==> src/card_port_defines.vh <==
// Constants for the card interface host port
`ifndef CARD_PORT_DEFINES_VH
`define CARD_PORT_DEFINES_VH
`define CP_REG_SLOT_SEL 8'h48
`define CP_REG_GEN_IRQ 8'h49
`define CP_REG_SPEED 8'h4A
`define CP_REG_CTRL_WR 8'h40
`define CP_REG_STATUS 8'h41
`define CP_REG_WINDOW 8'h42
`define CP_SPEED_RST 8'h44
`define CP_SLOT_MIN 8'h01
`define CP_SLOT_MAX 8'h05
`define CP_GEN_AUX_BIT 5
`define CP_GEN_ALL_SLOTS 5'h1F
`define CP_ST_CARD_INSERTED_BIT 0
`define CP_ST_PRESENCE_CHANGE_FLAG 1
`define CP_ST_SUPPLY_DROP_FLAG 2
`define CP_ST_OVERLOAD_FAULT_FLAG 3
`define CP_ST_MUTE 4
`define CP_ST_EARLY 5
`define CP_ST_ACTIVE 6
`define CP_CTRL_ACT 0
`define CP_BASE_ADDR_0 4'h4
`define CP_BASE_ADDR_1 4'h5
`define CP_REG_GROUP 4'h4
`define CP_REG_WINDOW_RD 8'h43
`define CP_REG_SPEED_RD 8'h4B
`define CP_BITS_PER_BYTE 4'h8
`endif

==> src/card_port.v <==
// Register port and event logic of a five-slot card interface
// ========================================================
`include "card_port_defines.vh"
`timescale 1ns/100ps
`default_nettype none
module card_port #(
  parameter NSLOT = 5
) (
  input wire i_ref_clk,
  input wire i_rst,
  input wire i_scl,
  input wire i_sda,
  input wire i_address_strap_pin,
  input wire i_power_down_release,
  input wire i_auxiliary_alert_in,
  input wire i_slot_one_detect_in,
  input wire i_slot_two_detect_in,
  input wire [NSLOT-1:0] i_early_answer,
  input wire [NSLOT-1:0] i_mute_card,
  input wire [NSLOT-1:0] i_overload,
  input wire i_overheat,
  input wire i_supply_drop,
  output reg o_sda_oe_n,
  output reg o_host_alert_low,
  output reg o_shutdown,
  output reg [NSLOT-1:0] o_slot_active,
  output reg [7:0] o_edge_speed_control
);
// ========================================================
// Input synchronisers
reg [1:0] scl_s_ff, sda_s_ff, pd_s_ff, aux_s_ff, p1_s_ff, p2_s_ff;
reg scl_d_ff, sda_d_ff, aux_d_ff;
always @(posedge i_ref_clk) begin
  scl_s_ff <= {scl_s_ff[0], i_scl};
  sda_s_ff <= {sda_s_ff[0], i_sda};
  pd_s_ff <= {pd_s_ff[0], i_power_down_release};
  aux_s_ff <= {aux_s_ff[0], i_auxiliary_alert_in};
  p1_s_ff <= {p1_s_ff[0], i_slot_one_detect_in};
  p2_s_ff <= {p2_s_ff[0], i_slot_two_detect_in};
  scl_d_ff <= scl_s_ff[1];
  sda_d_ff <= sda_s_ff[1];
  aux_d_ff <= aux_s_ff[1];
end
wire scl = scl_s_ff[1];
wire sda = sda_s_ff[1];
wire scl_rise = scl & ~scl_d_ff;
wire scl_fall = ~scl & scl_d_ff;
wire start_c = scl & scl_d_ff & sda_d_ff & ~sda;
wire stop_c = scl & scl_d_ff & ~sda_d_ff & sda;
// Sampled at 5 ns, far faster than a 400 kHz bus
// ========================================================
// Shutdown: power_down_release low holds the register reset
wire sd = ~pd_s_ff[1];
wire regs_rst = i_rst | sd;
reg sd_d_ff;
always @(posedge i_ref_clk) begin
  if (i_rst) begin
    sd_d_ff <= 1'b0;
    o_shutdown <= 1'b1;
  end else begin
    sd_d_ff <= sd;
    o_shutdown <= sd;
  end
end
wire sd_exit = sd_d_ff & ~sd;
// ========================================================
// Serial target state machine
localparam ST_IDLE = 3'h0;
localparam ST_ADDR = 3'h1;
localparam ST_AACK = 3'h2;
localparam ST_WDATA = 3'h3;
localparam ST_RDATA = 3'h4;
localparam ST_DACK = 3'h5;
localparam ST_WAIT = 3'h6;
reg [2:0] st_ff;
reg [3:0] bit_ff;
reg [7:0] sh_ff;
reg rd_ff;
reg [6:0] addr_ff;
reg wr_pulse_ff;
reg [7:0] wdata_ff;
// Strap picks the target address set
reg p_strap_ff;
reg [1:0] strap_s_ff;
wire [3:0] base_addr = p_strap_ff ? `CP_BASE_ADDR_1 : `CP_BASE_ADDR_0;
always @(posedge i_ref_clk) begin
  strap_s_ff <= {strap_s_ff[0], i_address_strap_pin};
  if (i_rst)
    p_strap_ff <= 1'b0;
  else
    p_strap_ff <= strap_s_ff[1];
end
reg [7:0] rdata;
always @(posedge i_ref_clk) begin
  if (i_rst | sd) begin
    st_ff <= ST_IDLE;
    bit_ff <= 4'h0;
    sh_ff <= 8'h00;
    rd_ff <= 1'b0;
    o_sda_oe_n <= 1'b1;
    wr_pulse_ff <= 1'b0;
    wdata_ff <= 8'h00;
    addr_ff <= 7'h00;
  end else begin
    wr_pulse_ff <= 1'b0;
    if (start_c) begin
      st_ff <= ST_ADDR;
      bit_ff <= 4'h0;
      o_sda_oe_n <= 1'b1;
    end else if (stop_c) begin
      st_ff <= ST_IDLE;
      o_sda_oe_n <= 1'b1;
    end else begin
      case (st_ff)
        ST_ADDR, ST_WDATA: begin
          if (scl_rise) begin
            sh_ff <= {sh_ff[6:0], sda};
            bit_ff <= bit_ff + 4'h1;
          end
          if (scl_fall && bit_ff == `CP_BITS_PER_BYTE) begin
            bit_ff <= 4'h0;
            if (st_ff == ST_ADDR) begin
              if (sh_ff[7:4] == base_addr) begin
                o_sda_oe_n <= 1'b0;
                rd_ff <= sh_ff[0];
                st_ff <= ST_AACK;
              end else
                st_ff <= ST_IDLE;
            end else begin
              o_sda_oe_n <= 1'b0;
              wdata_ff <= sh_ff;
              wr_pulse_ff <= 1'b1;
              st_ff <= ST_DACK;
            end
          end
        end
        ST_AACK: begin
          if (scl_fall) begin
            if (rd_ff) begin
              sh_ff <= rdata;
              o_sda_oe_n <= rdata[7];
              bit_ff <= 4'h1;
              st_ff <= ST_RDATA;
            end else begin
              o_sda_oe_n <= 1'b1;
              st_ff <= ST_WDATA;
            end
          end
        end
        ST_RDATA: begin
          if (scl_fall) begin
            if (bit_ff == `CP_BITS_PER_BYTE) begin
              o_sda_oe_n <= 1'b1;
              st_ff <= ST_WAIT; // Host ack not checked
            end else begin
              sh_ff <= {sh_ff[6:0], 1'b0};
              o_sda_oe_n <= sh_ff[6];
              bit_ff <= bit_ff + 4'h1;
            end
          end
        end
        ST_DACK: begin
          if (scl_fall) begin
            o_sda_oe_n <= 1'b1;
            st_ff <= ST_WAIT;
          end
        end
        ST_WAIT: st_ff <= ST_WAIT;
        default: st_ff <= ST_IDLE;
      endcase
    end
  end
end
// ========================================================
// Registers
reg [7:0] slot_sel_ff;
reg [7:0] ctrl_ff [0:NSLOT-1];
reg [7:0] clkdiv_ff [0:NSLOT-1];
reg [NSLOT-1:0] presence_change_flag_ff, supply_drop_flag_ff, overload_fault_flag_ff, mute_ff, early_ff;
reg [1:0] card_inserted_bit_ff;
reg aux_irq_ff;
// Register index latched from every address byte, matching or not
reg [7:0] sel_reg_ff;
wire [7:0] wsel_addr = sel_reg_ff;
always @(posedge i_ref_clk) begin
  if (regs_rst)
    sel_reg_ff <= `CP_REG_SLOT_SEL;
  else if (st_ff == ST_ADDR && scl_fall && bit_ff == `CP_BITS_PER_BYTE)
    sel_reg_ff <= reg_sel_of(sh_ff);
end
function valid_slot;
  input [7:0] v;
  begin
    valid_slot = (v >= `CP_SLOT_MIN) && (v <= `CP_SLOT_MAX);
  end
endfunction
wire sel_ok = valid_slot(slot_sel_ff);
wire [2:0] sidx = slot_sel_ff[2:0] - 3'h1;
wire [7:0] gen_irq = {2'b00, aux_irq_ff, (presence_change_flag_ff | supply_drop_flag_ff | overload_fault_flag_ff |
  mute_ff | early_ff)};
wire [NSLOT-1:0] card_inserted_bit_old = {{(NSLOT-2){1'b0}}, card_inserted_bit_ff};
genvar g;
wire [7:0] slot_status [0:NSLOT-1];
generate
  for (g = 0; g < NSLOT; g = g + 1) begin : g_st
    assign slot_status[g] = {1'b0, o_slot_active[g], early_ff[g], mute_ff[g],
      overload_fault_flag_ff[g], supply_drop_flag_ff[g], presence_change_flag_ff[g], card_inserted_bit_old[g]};
  end
endgenerate
always @* begin
  rdata = 8'h00;
  case (wsel_addr)
    `CP_REG_GEN_IRQ: rdata = gen_irq;
    `CP_REG_SPEED_RD: rdata = o_edge_speed_control;
    `CP_REG_STATUS: rdata = sel_ok ? slot_status[sidx] : 8'h00;
    `CP_REG_WINDOW_RD: rdata = sel_ok ? clkdiv_ff[sidx] : 8'h00;
    default: rdata = 8'h00; // Control reads as zero
  endcase
end
// Address byte low nibble, R/W included, gives the register
function [7:0] reg_sel_of;
  input [7:0] a;
  begin
    reg_sel_of = {`CP_REG_GROUP, a[3:0]};
  end
endfunction
integer k;
always @(posedge i_ref_clk) begin
  if (regs_rst) begin
    slot_sel_ff <= 8'h00;
    o_edge_speed_control <= `CP_SPEED_RST;
    for (k = 0; k < NSLOT; k = k + 1) begin
      ctrl_ff[k] <= 8'h00;
      clkdiv_ff[k] <= 8'h00;
    end
  end else if (wr_pulse_ff) begin
    case (wsel_addr)
      `CP_REG_SLOT_SEL: slot_sel_ff <= wdata_ff;
      // Low nibble slot one, high nibble slots two to five
      `CP_REG_SPEED: o_edge_speed_control <= wdata_ff;
      `CP_REG_CTRL_WR: if (sel_ok) ctrl_ff[sidx] <= wdata_ff;
      `CP_REG_WINDOW: if (sel_ok) clkdiv_ff[sidx] <= wdata_ff;
      default: slot_sel_ff <= slot_sel_ff;
    endcase
  end
end
// ========================================================
// Events and slot activity
wire rd_status = (st_ff == ST_RDATA) && scl_fall &&
  bit_ff == `CP_BITS_PER_BYTE && wsel_addr == `CP_REG_STATUS && sel_ok;
wire [1:0] card_inserted_bit_now = {p2_s_ff[1], p1_s_ff[1]};
wire [NSLOT-1:0] card_inserted_bit_all = {{(NSLOT-2){1'b0}}, card_inserted_bit_now};
wire ctrl_wr = wr_pulse_ff && wsel_addr == `CP_REG_CTRL_WR && sel_ok;
integer j;
always @(posedge i_ref_clk) begin
  if (i_rst) begin
    presence_change_flag_ff <= {NSLOT{1'b0}};
    supply_drop_flag_ff <= {NSLOT{1'b0}};
    overload_fault_flag_ff <= {NSLOT{1'b0}};
    mute_ff <= {NSLOT{1'b0}};
    early_ff <= {NSLOT{1'b0}};
    card_inserted_bit_ff <= 2'b00;
    o_slot_active <= {NSLOT{1'b0}};
    aux_irq_ff <= 1'b0;
  end else begin
    card_inserted_bit_ff <= card_inserted_bit_now;
    // Auxiliary level follows external source after fall
    if (aux_d_ff & ~aux_s_ff[1])
      aux_irq_ff <= 1'b1;
    else if (aux_s_ff[1])
      aux_irq_ff <= 1'b0;
    for (j = 0; j < NSLOT; j = j + 1) begin
      // Read clears; a same-cycle event wins
      if (rd_status && sidx == j) begin
        presence_change_flag_ff[j] <= 1'b0;
        supply_drop_flag_ff[j] <= 1'b0;
        overload_fault_flag_ff[j] <= 1'b0;
        mute_ff[j] <= 1'b0;
        early_ff[j] <= 1'b0;
      end
      if (sd) begin
        // Only slot one presence watched
        o_slot_active[j] <= 1'b0;
        if (j == 0 && card_inserted_bit_now[0] != card_inserted_bit_ff[0])
          presence_change_flag_ff[0] <= 1'b1;
      end else begin
        if (ctrl_wr && sidx == j)
          o_slot_active[j] <= wdata_ff[`CP_CTRL_ACT];
        if (j < 2 && card_inserted_bit_all[j] != card_inserted_bit_old[j]) begin
          presence_change_flag_ff[j] <= 1'b1;
          if (!card_inserted_bit_all[j])
            o_slot_active[j] <= 1'b0;
        end
        if (i_early_answer[j]) early_ff[j] <= 1'b1;
        if (i_mute_card[j]) mute_ff[j] <= 1'b1;
        if (i_overload[j]) begin
          overload_fault_flag_ff[j] <= 1'b1;
          o_slot_active[j] <= 1'b0;
        end
        if (i_overheat) begin
          if (o_slot_active[j]) overload_fault_flag_ff[j] <= 1'b1;
          o_slot_active[j] <= 1'b0;
        end
        if (i_supply_drop || sd_exit) begin
          supply_drop_flag_ff[j] <= 1'b1;
          o_slot_active[j] <= 1'b0;
        end
      end
    end
    // Alert low while any cause pending
  end
end
always @(posedge i_ref_clk) begin
  if (i_rst)
    o_host_alert_low <= 1'b1;
  else
    o_host_alert_low <= ~(|gen_irq || sd_exit);
end
endmodule
`default_nettype wire

==> config.mk <==
export PLATFORM = sky130hd
export DESIGN_NAME = card_port
export DESIGN_NICKNAME = d
export VERILOG_FILES = /design/src/card_port.v
export VERILOG_INCLUDE_DIRS = /design/src
export SDC_FILE = /design/constraint.sdc
export NUM_CORES = 1
export LEC_CHECK = 0
export BUFFER_PORTS_ARGS = -buffer_cell sky130_fd_sc_hd__buf_2
export CAP_MARGIN = 30
export CORE_ASPECT_RATIO = 1.75
export CORE_UTILIZATION = 50
export CTS_CLUSTER_SIZE = 30
export DETAILED_ROUTE_END_ITERATION = 8
export HOLD_SLACK_MARGIN = 0.06
export PLACE_DENSITY = 0.68
export SLEW_MARGIN = 20
export SYNTH_ARGS = -nofsm -noshare
export SYNTH_HDL_FRONTEND = slang
export SYNTH_SLANG_ARGS = --single-unit
==> constraint.sdc <==
create_clock -name i_ref_clk -period 6.2 [get_ports i_ref_clk]
set_clock_uncertainty 0.15 [all_clocks]
set_input_delay 0.31 -clock i_ref_clk [delete_from_list [all_inputs] [get_ports i_ref_clk]]
set_output_delay 0.31 -clock i_ref_clk [all_outputs]
set_load 0.005 [all_outputs]
# After elaboration in Yosys (flattened, before gate mapping)
# Memories as Yosys holds them, arrays and structs flattened.
# Index checks and enable logic that the tools add are counted.
# word_totals
ff_bits	97
latchBits	0
ram_bits	40
rom_bits	0
input_bits	26
out_inout_bits	16
word_cells	289
n_memories	1
# mem_list
memory	words	word_bits	rd	rd_clocked_by_memory_dff	write_ports	line	source
clkdiv_ff	5	8	1	0	5	card_port.v:178	reg [7:0] clkdiv_ff [0:NSLOT-1];
# op_classes
n_addsub	2
n_mul	0
div	0
n_lt_le_gt_ge	3
n_eq_ne	36
n_shift	0
n_mux	134
n_bitwise	27
n_reduce_logical	48
# op_table
operator	count
two-way mux 1 bit	103
two-way mux 8 bit	10
one-hot mux 8 bit (4 select lines)	1
OR reduction 5 bit	6
binary-select mux 8 bit (select 3 bit)	1
two-way mux 3 bit	8
two-way mux 4 bit	6
one-hot mux 8 bit (3 select lines)	1
== test 4 bit, second input constant	5
logical AND 1 bit	20
inequality test 4 bit, second input constant	4
bitwise OR 5 bit	3
one-hot mux 3 bit (5 select lines)	1
AND reduction 5 bit	3
inequality test 2 bit, second input constant	7
== test 3 x 2 -> 1 bit, second input constant	4
== test 3 bit, second input constant	4
inverter 1 bit	12
one-hot mux 4 bit (3 select lines)	1
AND reduction 6 bit	2
AND 1 bit	9
== test 4 x 2 -> 1 bit, second input constant	2
>= comparator 8 x 1 -> 1 bit, second input constant	1
less-or-equal comparator 8 x 3 -> 1 bit, second input constant	1
28 further kinds	35

# Longest topological paths before layout
# Gate-level depths: netlist of the first run.
# depth
ltp_word	12
depth_mapped	13
depth_no_buf	8

# Worst setup path after synthesis of the first run
# Ideal clock, no wire load.
# synth_path
kind	register to register
from	register slot_sel_ff[0]
to	memory clkdiv_ff[4][0] (enable)
setup_time_ps	384
arrival_ps	2954
required_ps	5666
path_slack_ps	2712
path_stages_with_launch	12
path_buffers	6
synth_period_minus_slack_ps	3488
path_cell_list	dfxtp_1 -> buf_2 -> inv_1 -> buf_2 -> ha_1 -> ha_1 -> buf_2 -> buf_2 -> buf_2 -> buf_2 -> nand2_1 -> o21ai_0
# synth_lines
element	line	source
from (decl)	card_port.v:176	reg [7:0] slot_sel_ff;
from (signal assigned)	card_port.v:238	`CP_REG_SLOT_SEL: slot_sel_ff <= wdata_ff;
from (signal assigned)	card_port.v:243	default: slot_sel_ff <= slot_sel_ff;
to (decl)	card_port.v:178	

==> results of run 1 <==
## area by class of cell
cell class	instances	area [um^2]
clock buffers	21	461.7
clock inverters	11	100.1
fillers	1147	5629
inverters	15	56.30
multi-input cells	432	3115
flip-flops and latches	161	3864
well taps	177	221.5
repair buffers	75	530.5
## logic make-up (layout without fill, tap and decap cells)
| kind of cell | count (synthesis) | after routing |
|---|---|---|
| mux | 60 | 60 |
| xor+xnor | 5 | 5 |
| flops | 161 | 161 |
| fa+ha+maj | 7 | 7 |
| compound gates | 138 | 138 |
| buf+inv | 50 | 122 |
| simple gates | 222 | 222 |
## synth_stat cells, types with 15 or more instances
| master | instances |
|---|---|
| dfxtp_1 | 97 |
| a21oi_1 | 30 |
| nand3_1 | 21 |
| mux4_2 | 15 |
| nand2_1 | 37 |
| nor2b_1 | 16 |
| mux2i_1 | 39 |
| clkbuf_1 | 19 |
| and2_1 | 43 |
| nor2_1 | 45 |
| o21ai_0 | 19 |
| edfxtp_1 | 64 |
| inv_1 | 15 |
## cell usage in the layout, fill, tap and decap left out, types with 21 or more instances in the layout
cell type,instances
dfxtp_1,97
edfxtp_1,64
nor2_1,45
and2_1,43
buf_2,43
mux2i_1,39
nand2_1,37
a21oi_1,30
dlygate4sd3_1,23
nand3_1,21
## power by group through the flow
stage	Sequential [mW]	Clock, mW	Combinational (mW)
2_1_floorplan	1.17	0	0.0445
3_3_place_gp	1.18	0	0.0648
3_5_place_dp	1.18	0	0.0669
4_1_cts	1.16	1.02	0.0785
5_1_grt	1.16	1.07	0.0863
6_report	1.16	1.01	0.0793
## stage by stage
step	total power, mW	utilization	hold WS (ps)
2_1_floorplan	1.210	-	159.6
3_3_place_gp	1.245	0.5365	163.0
3_5_place_dp	1.247	0.5380	169.4
5_1_grt	2.316	0.5973	162.8
4_1_cts	2.255	0.5946	90.31
6_report	2.251	0.5973	108.0
## registers in the layout, indices dropped and copies added (netlist names), 3 cells and up
name	cells
clkdiv_ff	64
overload_fault_flag_ff	5
slot_sel_ff	8
wdata_ff	8
bit_ff	4
supply_drop_flag_ff	5
mute_ff	5
sel_reg_ff	4
o_edge_speed_control	8
o_slot_active	5
early_ff	5
sh_ff	8
st_ff	3
## worst paths after layout
| check | from | endpoint | slack (ps) |
|---|---|---|---|
| worst min register to register | p1_s_ff[0]$_DFF_P_ | p1_s_ff[1]$_DFF_P_ | 180 |
| worst min-delay path | i_overheat | overload_fault_flag_ff[0]$_SDFF_PP0_ | 110 |
| worst max register to register | slot_sel_ff[0]$_SDFFE_PP0P_ | sh_ff[0]$_SDFFE_PP0P_ | 2870 |
| worst max-delay path | i_rst | clkdiv_ff[2][3]$_SDFFCE_PN0P_ | 2820 |
## per-layer routing
metal,GRT usage,vias up,wire length (um)
met5,0,-,0
met4,0.1847,0,1313
met3,0.04309,74,797
met2,0.5084,198,10780
met1,0.2932,2615,7042
li1,-,2507,-
## worst max-delay path, stage by stage
cell	delay (ps)
dlygate4sd3_1	540
buf_2	210
nor2b_2	120
buf_4	340
inv_1	80
buf_4	270
or4_1	690
nor3_4	370
nand2b_1	380
==> run metrics, run 1 <==
routability cong.=0.9454; syn avg cell area=about 11 um^2; Compound-Gate Fraction of Synth Area=0.1322; PostCTS Resize Cnt=0; ANT nets after route=0; CP Launch Type=input port; Post-synth EDFFs=64; Slew headroom=0.4342; WHS Path Cells=3; top-area cell type share of the netlist area=0.2703; maxcap violations=0; pre-CTS setup slack=2610 ps; DR WL/cell=roughly 22 um; Ports=42; WP data required=between 6000 and 7000 ps; Syn Nets=676; chip width=slightly above 90 um; GRT overflow=0; Final nets=735; setup ws final=2819 ps; number of global-route vias before repair=5346; Slew Limit Fails=0; status=completed; Critical Path End Type=flop; sw frac=0.2232; Area contributors post-synth=dfxtp_1 27%, edfxtp_1 27%, mux2i_1 5.4%, mux4_2 4.7%, and2_1 3.7%; # clock sinks=161; die height=160.6 um; post-synthesis mux area share=0.1108; Power Dens Cells=269.6 nW/um^2; TritonCTS clock tree=built; Crit Path Max Fanout=40; clk_lat worst skew=430 ps; DP Area=7520 um^2; post-DP HPWL=14.23 mm; minimum clock period=3381 ps; Clock Tree Buf Depth=2; final instance area=8349 um^2; Slew @ Worst Pin=841.8 ps; Synth Flop Type=dfxtp_1; die area=approximately 15000 um^2; Placed Cells=834; antenna violations before repair=0; register area share after synthesis=0.5379; Clock transition at path regs=70 ps; Post-Synth Adder-Cell Area=0.01219; core area=between 10000 and 15000 um^2; internal power=1.749 mW; setup TNS=0 ps; synthesized-area fraction occupied by and/or/nand/nor cells=0.1721; Cells after Synth=roughly 640; synthesis-stage register bit count=161; sequential power share=0.515; Fin. Hold Viols=0; Peak VDD IR=0.0001716 V; postcts setup bufs=0; kind of critical path=input port to flop; first-pass GRT wire length=just over 30 mm; antenna cells=0; Pleak=3.100 nW; Layout Cells excl Fill=892; async set-reset flop share out of synthesis=0; total CTS buffers=17; Hold/Removal Path Class=input port to flop; warnings from Yosys=0; critical path arrival=3320 ps; initial detailed-routing violation count=between 400 and 500; Mapped Area=7183 um^2; vias per cell=6.047; Site Rows=57; final worst-path cycle share=0.5454; CTS hold repair buffers=23; R2R cell count=9; Layout area overhead=16.23%; cell taking the most area after synthesis=dfxtp_1; RSZ-0062 raised after global routing=false; Via Count=5394; combinational power share=0.035; Clock Tree Root=clkbuf_16; TritonRoute pass-1 iters=5; quantity of I/O buffers inserted on ports=41; Distinct cells, synth=72; Clk pwr share=0.450; GR Util All Layers=0.2806; Max Fclk=0.2957 GHz; largest family of logic cells by synthesized area=simple AND/OR/NAND/NOR gates; final setup violation count=0; H-tree levels=4; Starting Density=0.5139; pin count of the biggest net entering global routing=~40; DRC Markers=0; Synth Area in XOR/XNOR=0.006096; Sw Pwr=roughly 0.5 mW; Post-Route WL=approximately 20 mm; share of cells above drive strength 1=0.1650
(Power assumes the default switching activity.)
==> inputs of run 2 (changes only) <==
--- a/config.mk
+++ b/config.mk
@@ -13,7 +13,7 @@
 export CTS_CLUSTER_SIZE = 30
 export DETAILED_ROUTE_END_ITERATION = 8
 export HOLD_SLACK_MARGIN = 0.06
-export PLACE_DENSITY = 0.68
+export PLACE_DENSITY = 0.7
 export SLEW_MARGIN = 20
 export SYNTH_ARGS = -nofsm -noshare
 export SYNTH_HDL_FRONTEND = slang
==> constraint.sdc (replaced) <==
create_clock -name i_ref_clk -period 3 [get_ports i_ref_clk]
set_clock_uncertainty 0.15 [all_clocks]
set_input_delay 0.15 -clock i_ref_clk [delete_from_list [all_inputs] [get_ports i_ref_clk]]
set_output_delay 0.15 -clock i_ref_clk [all_outputs]
set_load 0.005 [all_outputs]
==> run 2 against run 1 <==
Sequential power rose by 110%; worst setup slack lost 2600 ps; global-route usage hardly changed.
==> run metrics, run 2 (same netlist as run 1, synthesis figures left out) <==
status=completed (unchanged); initial detailed-routing violation count=575 (was 402); vias per cell=6.215 (was 6.047); clk_lat worst skew=430 ps (about the same); Layout area overhead=19.02% (was 16.23%); GRT overflow=0 (unchanged); met2 Resource Use GR=0.5057 (was 0.5084); antenna cells=0 (unchanged); Clock Tree Buf Depth=2 (unchanged); Site Rows=57 (unchanged); H-tree levels=4 (unchanged); CP Launch Type=flop (was input port); WP data required=3220 ps (was 6140 ps); GR Util All Layers=0.2810 (was 0.2806); Critical Path End Type=flop (unchanged); Largest register FFs=64 (unchanged); Pleak=3.211 nW (was 3.100 nW); gr busiest metal=met2 (unchanged); Final nets=758 (was 735); Power Dens Cells=537.7 nW/um^2 (was 269.6 nW/um^2); Via Count=5687 (was 5394); RSZ-0062 raised after global routing=false (unchanged); minimum clock period=2787 ps; Peak VDD IR=0.0003228 V (was 0.0001716 V); # clock sinks=161 (unchanged); Slew @ Worst Pin=827.2 ps (was 841.8 ps); routing usage on met1=0.2952 (was 0.2932); final instance area=8549 um^2 (was 8349 um^2); TritonCTS clock tree=built (unchanged); DRC Markers=0 (unchanged); final worst-path cycle share=0.9290; Slew headroom=0.4478 (was 0.4342); chip width=92.61 um (unchanged); commonest non-fill, non-tap cell in the layout=dfxtp_1 (unchanged); DP Area=7694 um^2 (was 7520 um^2); total CTS buffers=17 (unchanged); DR WL/cell=22.03 um (was 22.35 um); # fillers=1159 (was 1147); area of the multi-input gates=3146 um^2 (was 3115 um^2); quantity of I/O buffers inserted on ports=41 (unchanged); Starting Density=0.5139 (unchanged); number of global-route vias before repair=5642 (was 5346); kind of critical path=flop to flop (was input port to flop); Largest Register=clkdiv_ff (unchanged); setup TNS=0 ps (unchanged); final setup violation count=0 (unchanged); antenna violations before repair=0 (unchanged); Fin. Hold Viols=0 (unchanged); ANT nets after route=0 (unchanged); total power draw=4.597 mW (was 2.251 mW); routing usage on met3=0.05161 (was 0.04309); Ports=42 (unchanged); first-pass GRT wire length=31.05 mm (was 30.48 mm); die area=14870 um^2 (unchanged); routability cong.=0.9715 (was 0.9454); postcts setup bufs=0 (unchanged); Hold/Removal Path Class=flop to flop (was input port to flop); Hold Crit Start=p1_s_ff[0]$_DFF_P_ (was i_overheat); Slew Limit Fails=0 (unchanged); Clock Tree Root=clkbuf_16 (unchanged); Clock transition at path regs=70 ps (about the same); share of cells above drive strength 1=0.1911 (was 0.1650); Max Fclk=0.3588 GHz; Worst Setup SP=slot_sel_ff[1]$_SDFFE_PP0P_ (was i_rst); die height=160.6 um (unchanged); storage element area=3864 um^2 (unchanged); commonest cells after routing, fill and taps aside=97 x dfxtp_1, 64 x edfxtp_1, 44 x nor2_1 (was 97 x dfxtp_1, 64 x edfxtp_1, 45 x nor2_1); maxcap violations=0 (unchanged); TritonRoute pass-1 iters=7 (was 5); Reg-to-Reg Start=slot_sel_ff[1]$_SDFFE_PP0P_ (was slot_sel_ff[0]$_SDFFE_PP0P_); pin count of the biggest net entering global routing=39 (was 41); Crit Path Max Fanout=26 (was 40); core area=13980 um^2 (unchanged); post-DP HPWL=14.46 mm (was 14.23 mm); critical path arrival=3000 ps (was 3320 ps); Post-Route WL=20.16 mm (was 19.94 mm)
-- run 2: through the flow --
stage | cells | hold WS (ps) | utilization | setup WS (ps)
2_1_floorplan | 643 | 27.72 | - | -5.315
3_3_place_gp | 854 | 101.8 | 0.5504 | 254.9
3_5_place_dp | 854 | 104.1 | 0.5504 | 170.6
4_1_cts | 915 | 180.0 | 0.6105 | 59.89
5_1_grt | 915 | 184.5 | 0.6116 | 30.88
6_report | 915 | 178.7 | 0.6116 | 212.9
-- run 2: cell type report --
| type | count | share of cell area |
|---|---|---|
| Timing Repair Buffer | 98 | 0.08342 |
| Clock inverter | 15 | 0.01449 |
| Tap cell | 177 | 0.02590 |
| Inverter | 15 | 0.006586 |
| Multi-Input combinational cell | 432 | 0.3679 |
| Sequential cell | 161 | 0.4519 |
| Clock buffer | 17 | 0.04976 |
-- run 2: worst max-delay path, stage by stage (launching register included) --
cell and delay (ps):
dfxtp_1 390, inv_1 90, ha_1 210, ha_2 360
buf_6 210, nor2b_1 190, nand3_1 120, mux2i_1 150
a2111oi_2 260, dlygate4sd3_1 600
-- run 2: timing repair --
item                                    in CTS  in global routing
hold buffers                                29                  0
resized for setup                            0                  5
hold endpoints to repair                    34                  0
endpoints found under the setup margin       0                  3
-- run 2: final timing paths --
kind	endpoint	slack, ps	cells past startpoint
setup / recovery	o_slot_active[0]$_SDFF_PP0_	210	9
hold / removal	p1_s_ff[1]$_DFF_P_	180	0
hold reg to reg	p1_s_ff[1]$_DFF_P_	180	0
setup reg to reg	o_slot_active[0]$_SDFF_PP0_	210	9
-- run 2: per-layer routing --
layer  part of all wire  vias up
met5                  0        -
met4              0.064        0
met3              0.047       95
met2               0.53      272
met1               0.36     2758
li1                   -     2562
-- run 2: where the power goes --
group          switching, mW  leakage (nW)  internal, mW
clock network          0.952         0.266          1.08
registers             0.0543          1.51          2.34
logic                 0.0889          1.43        0.0826
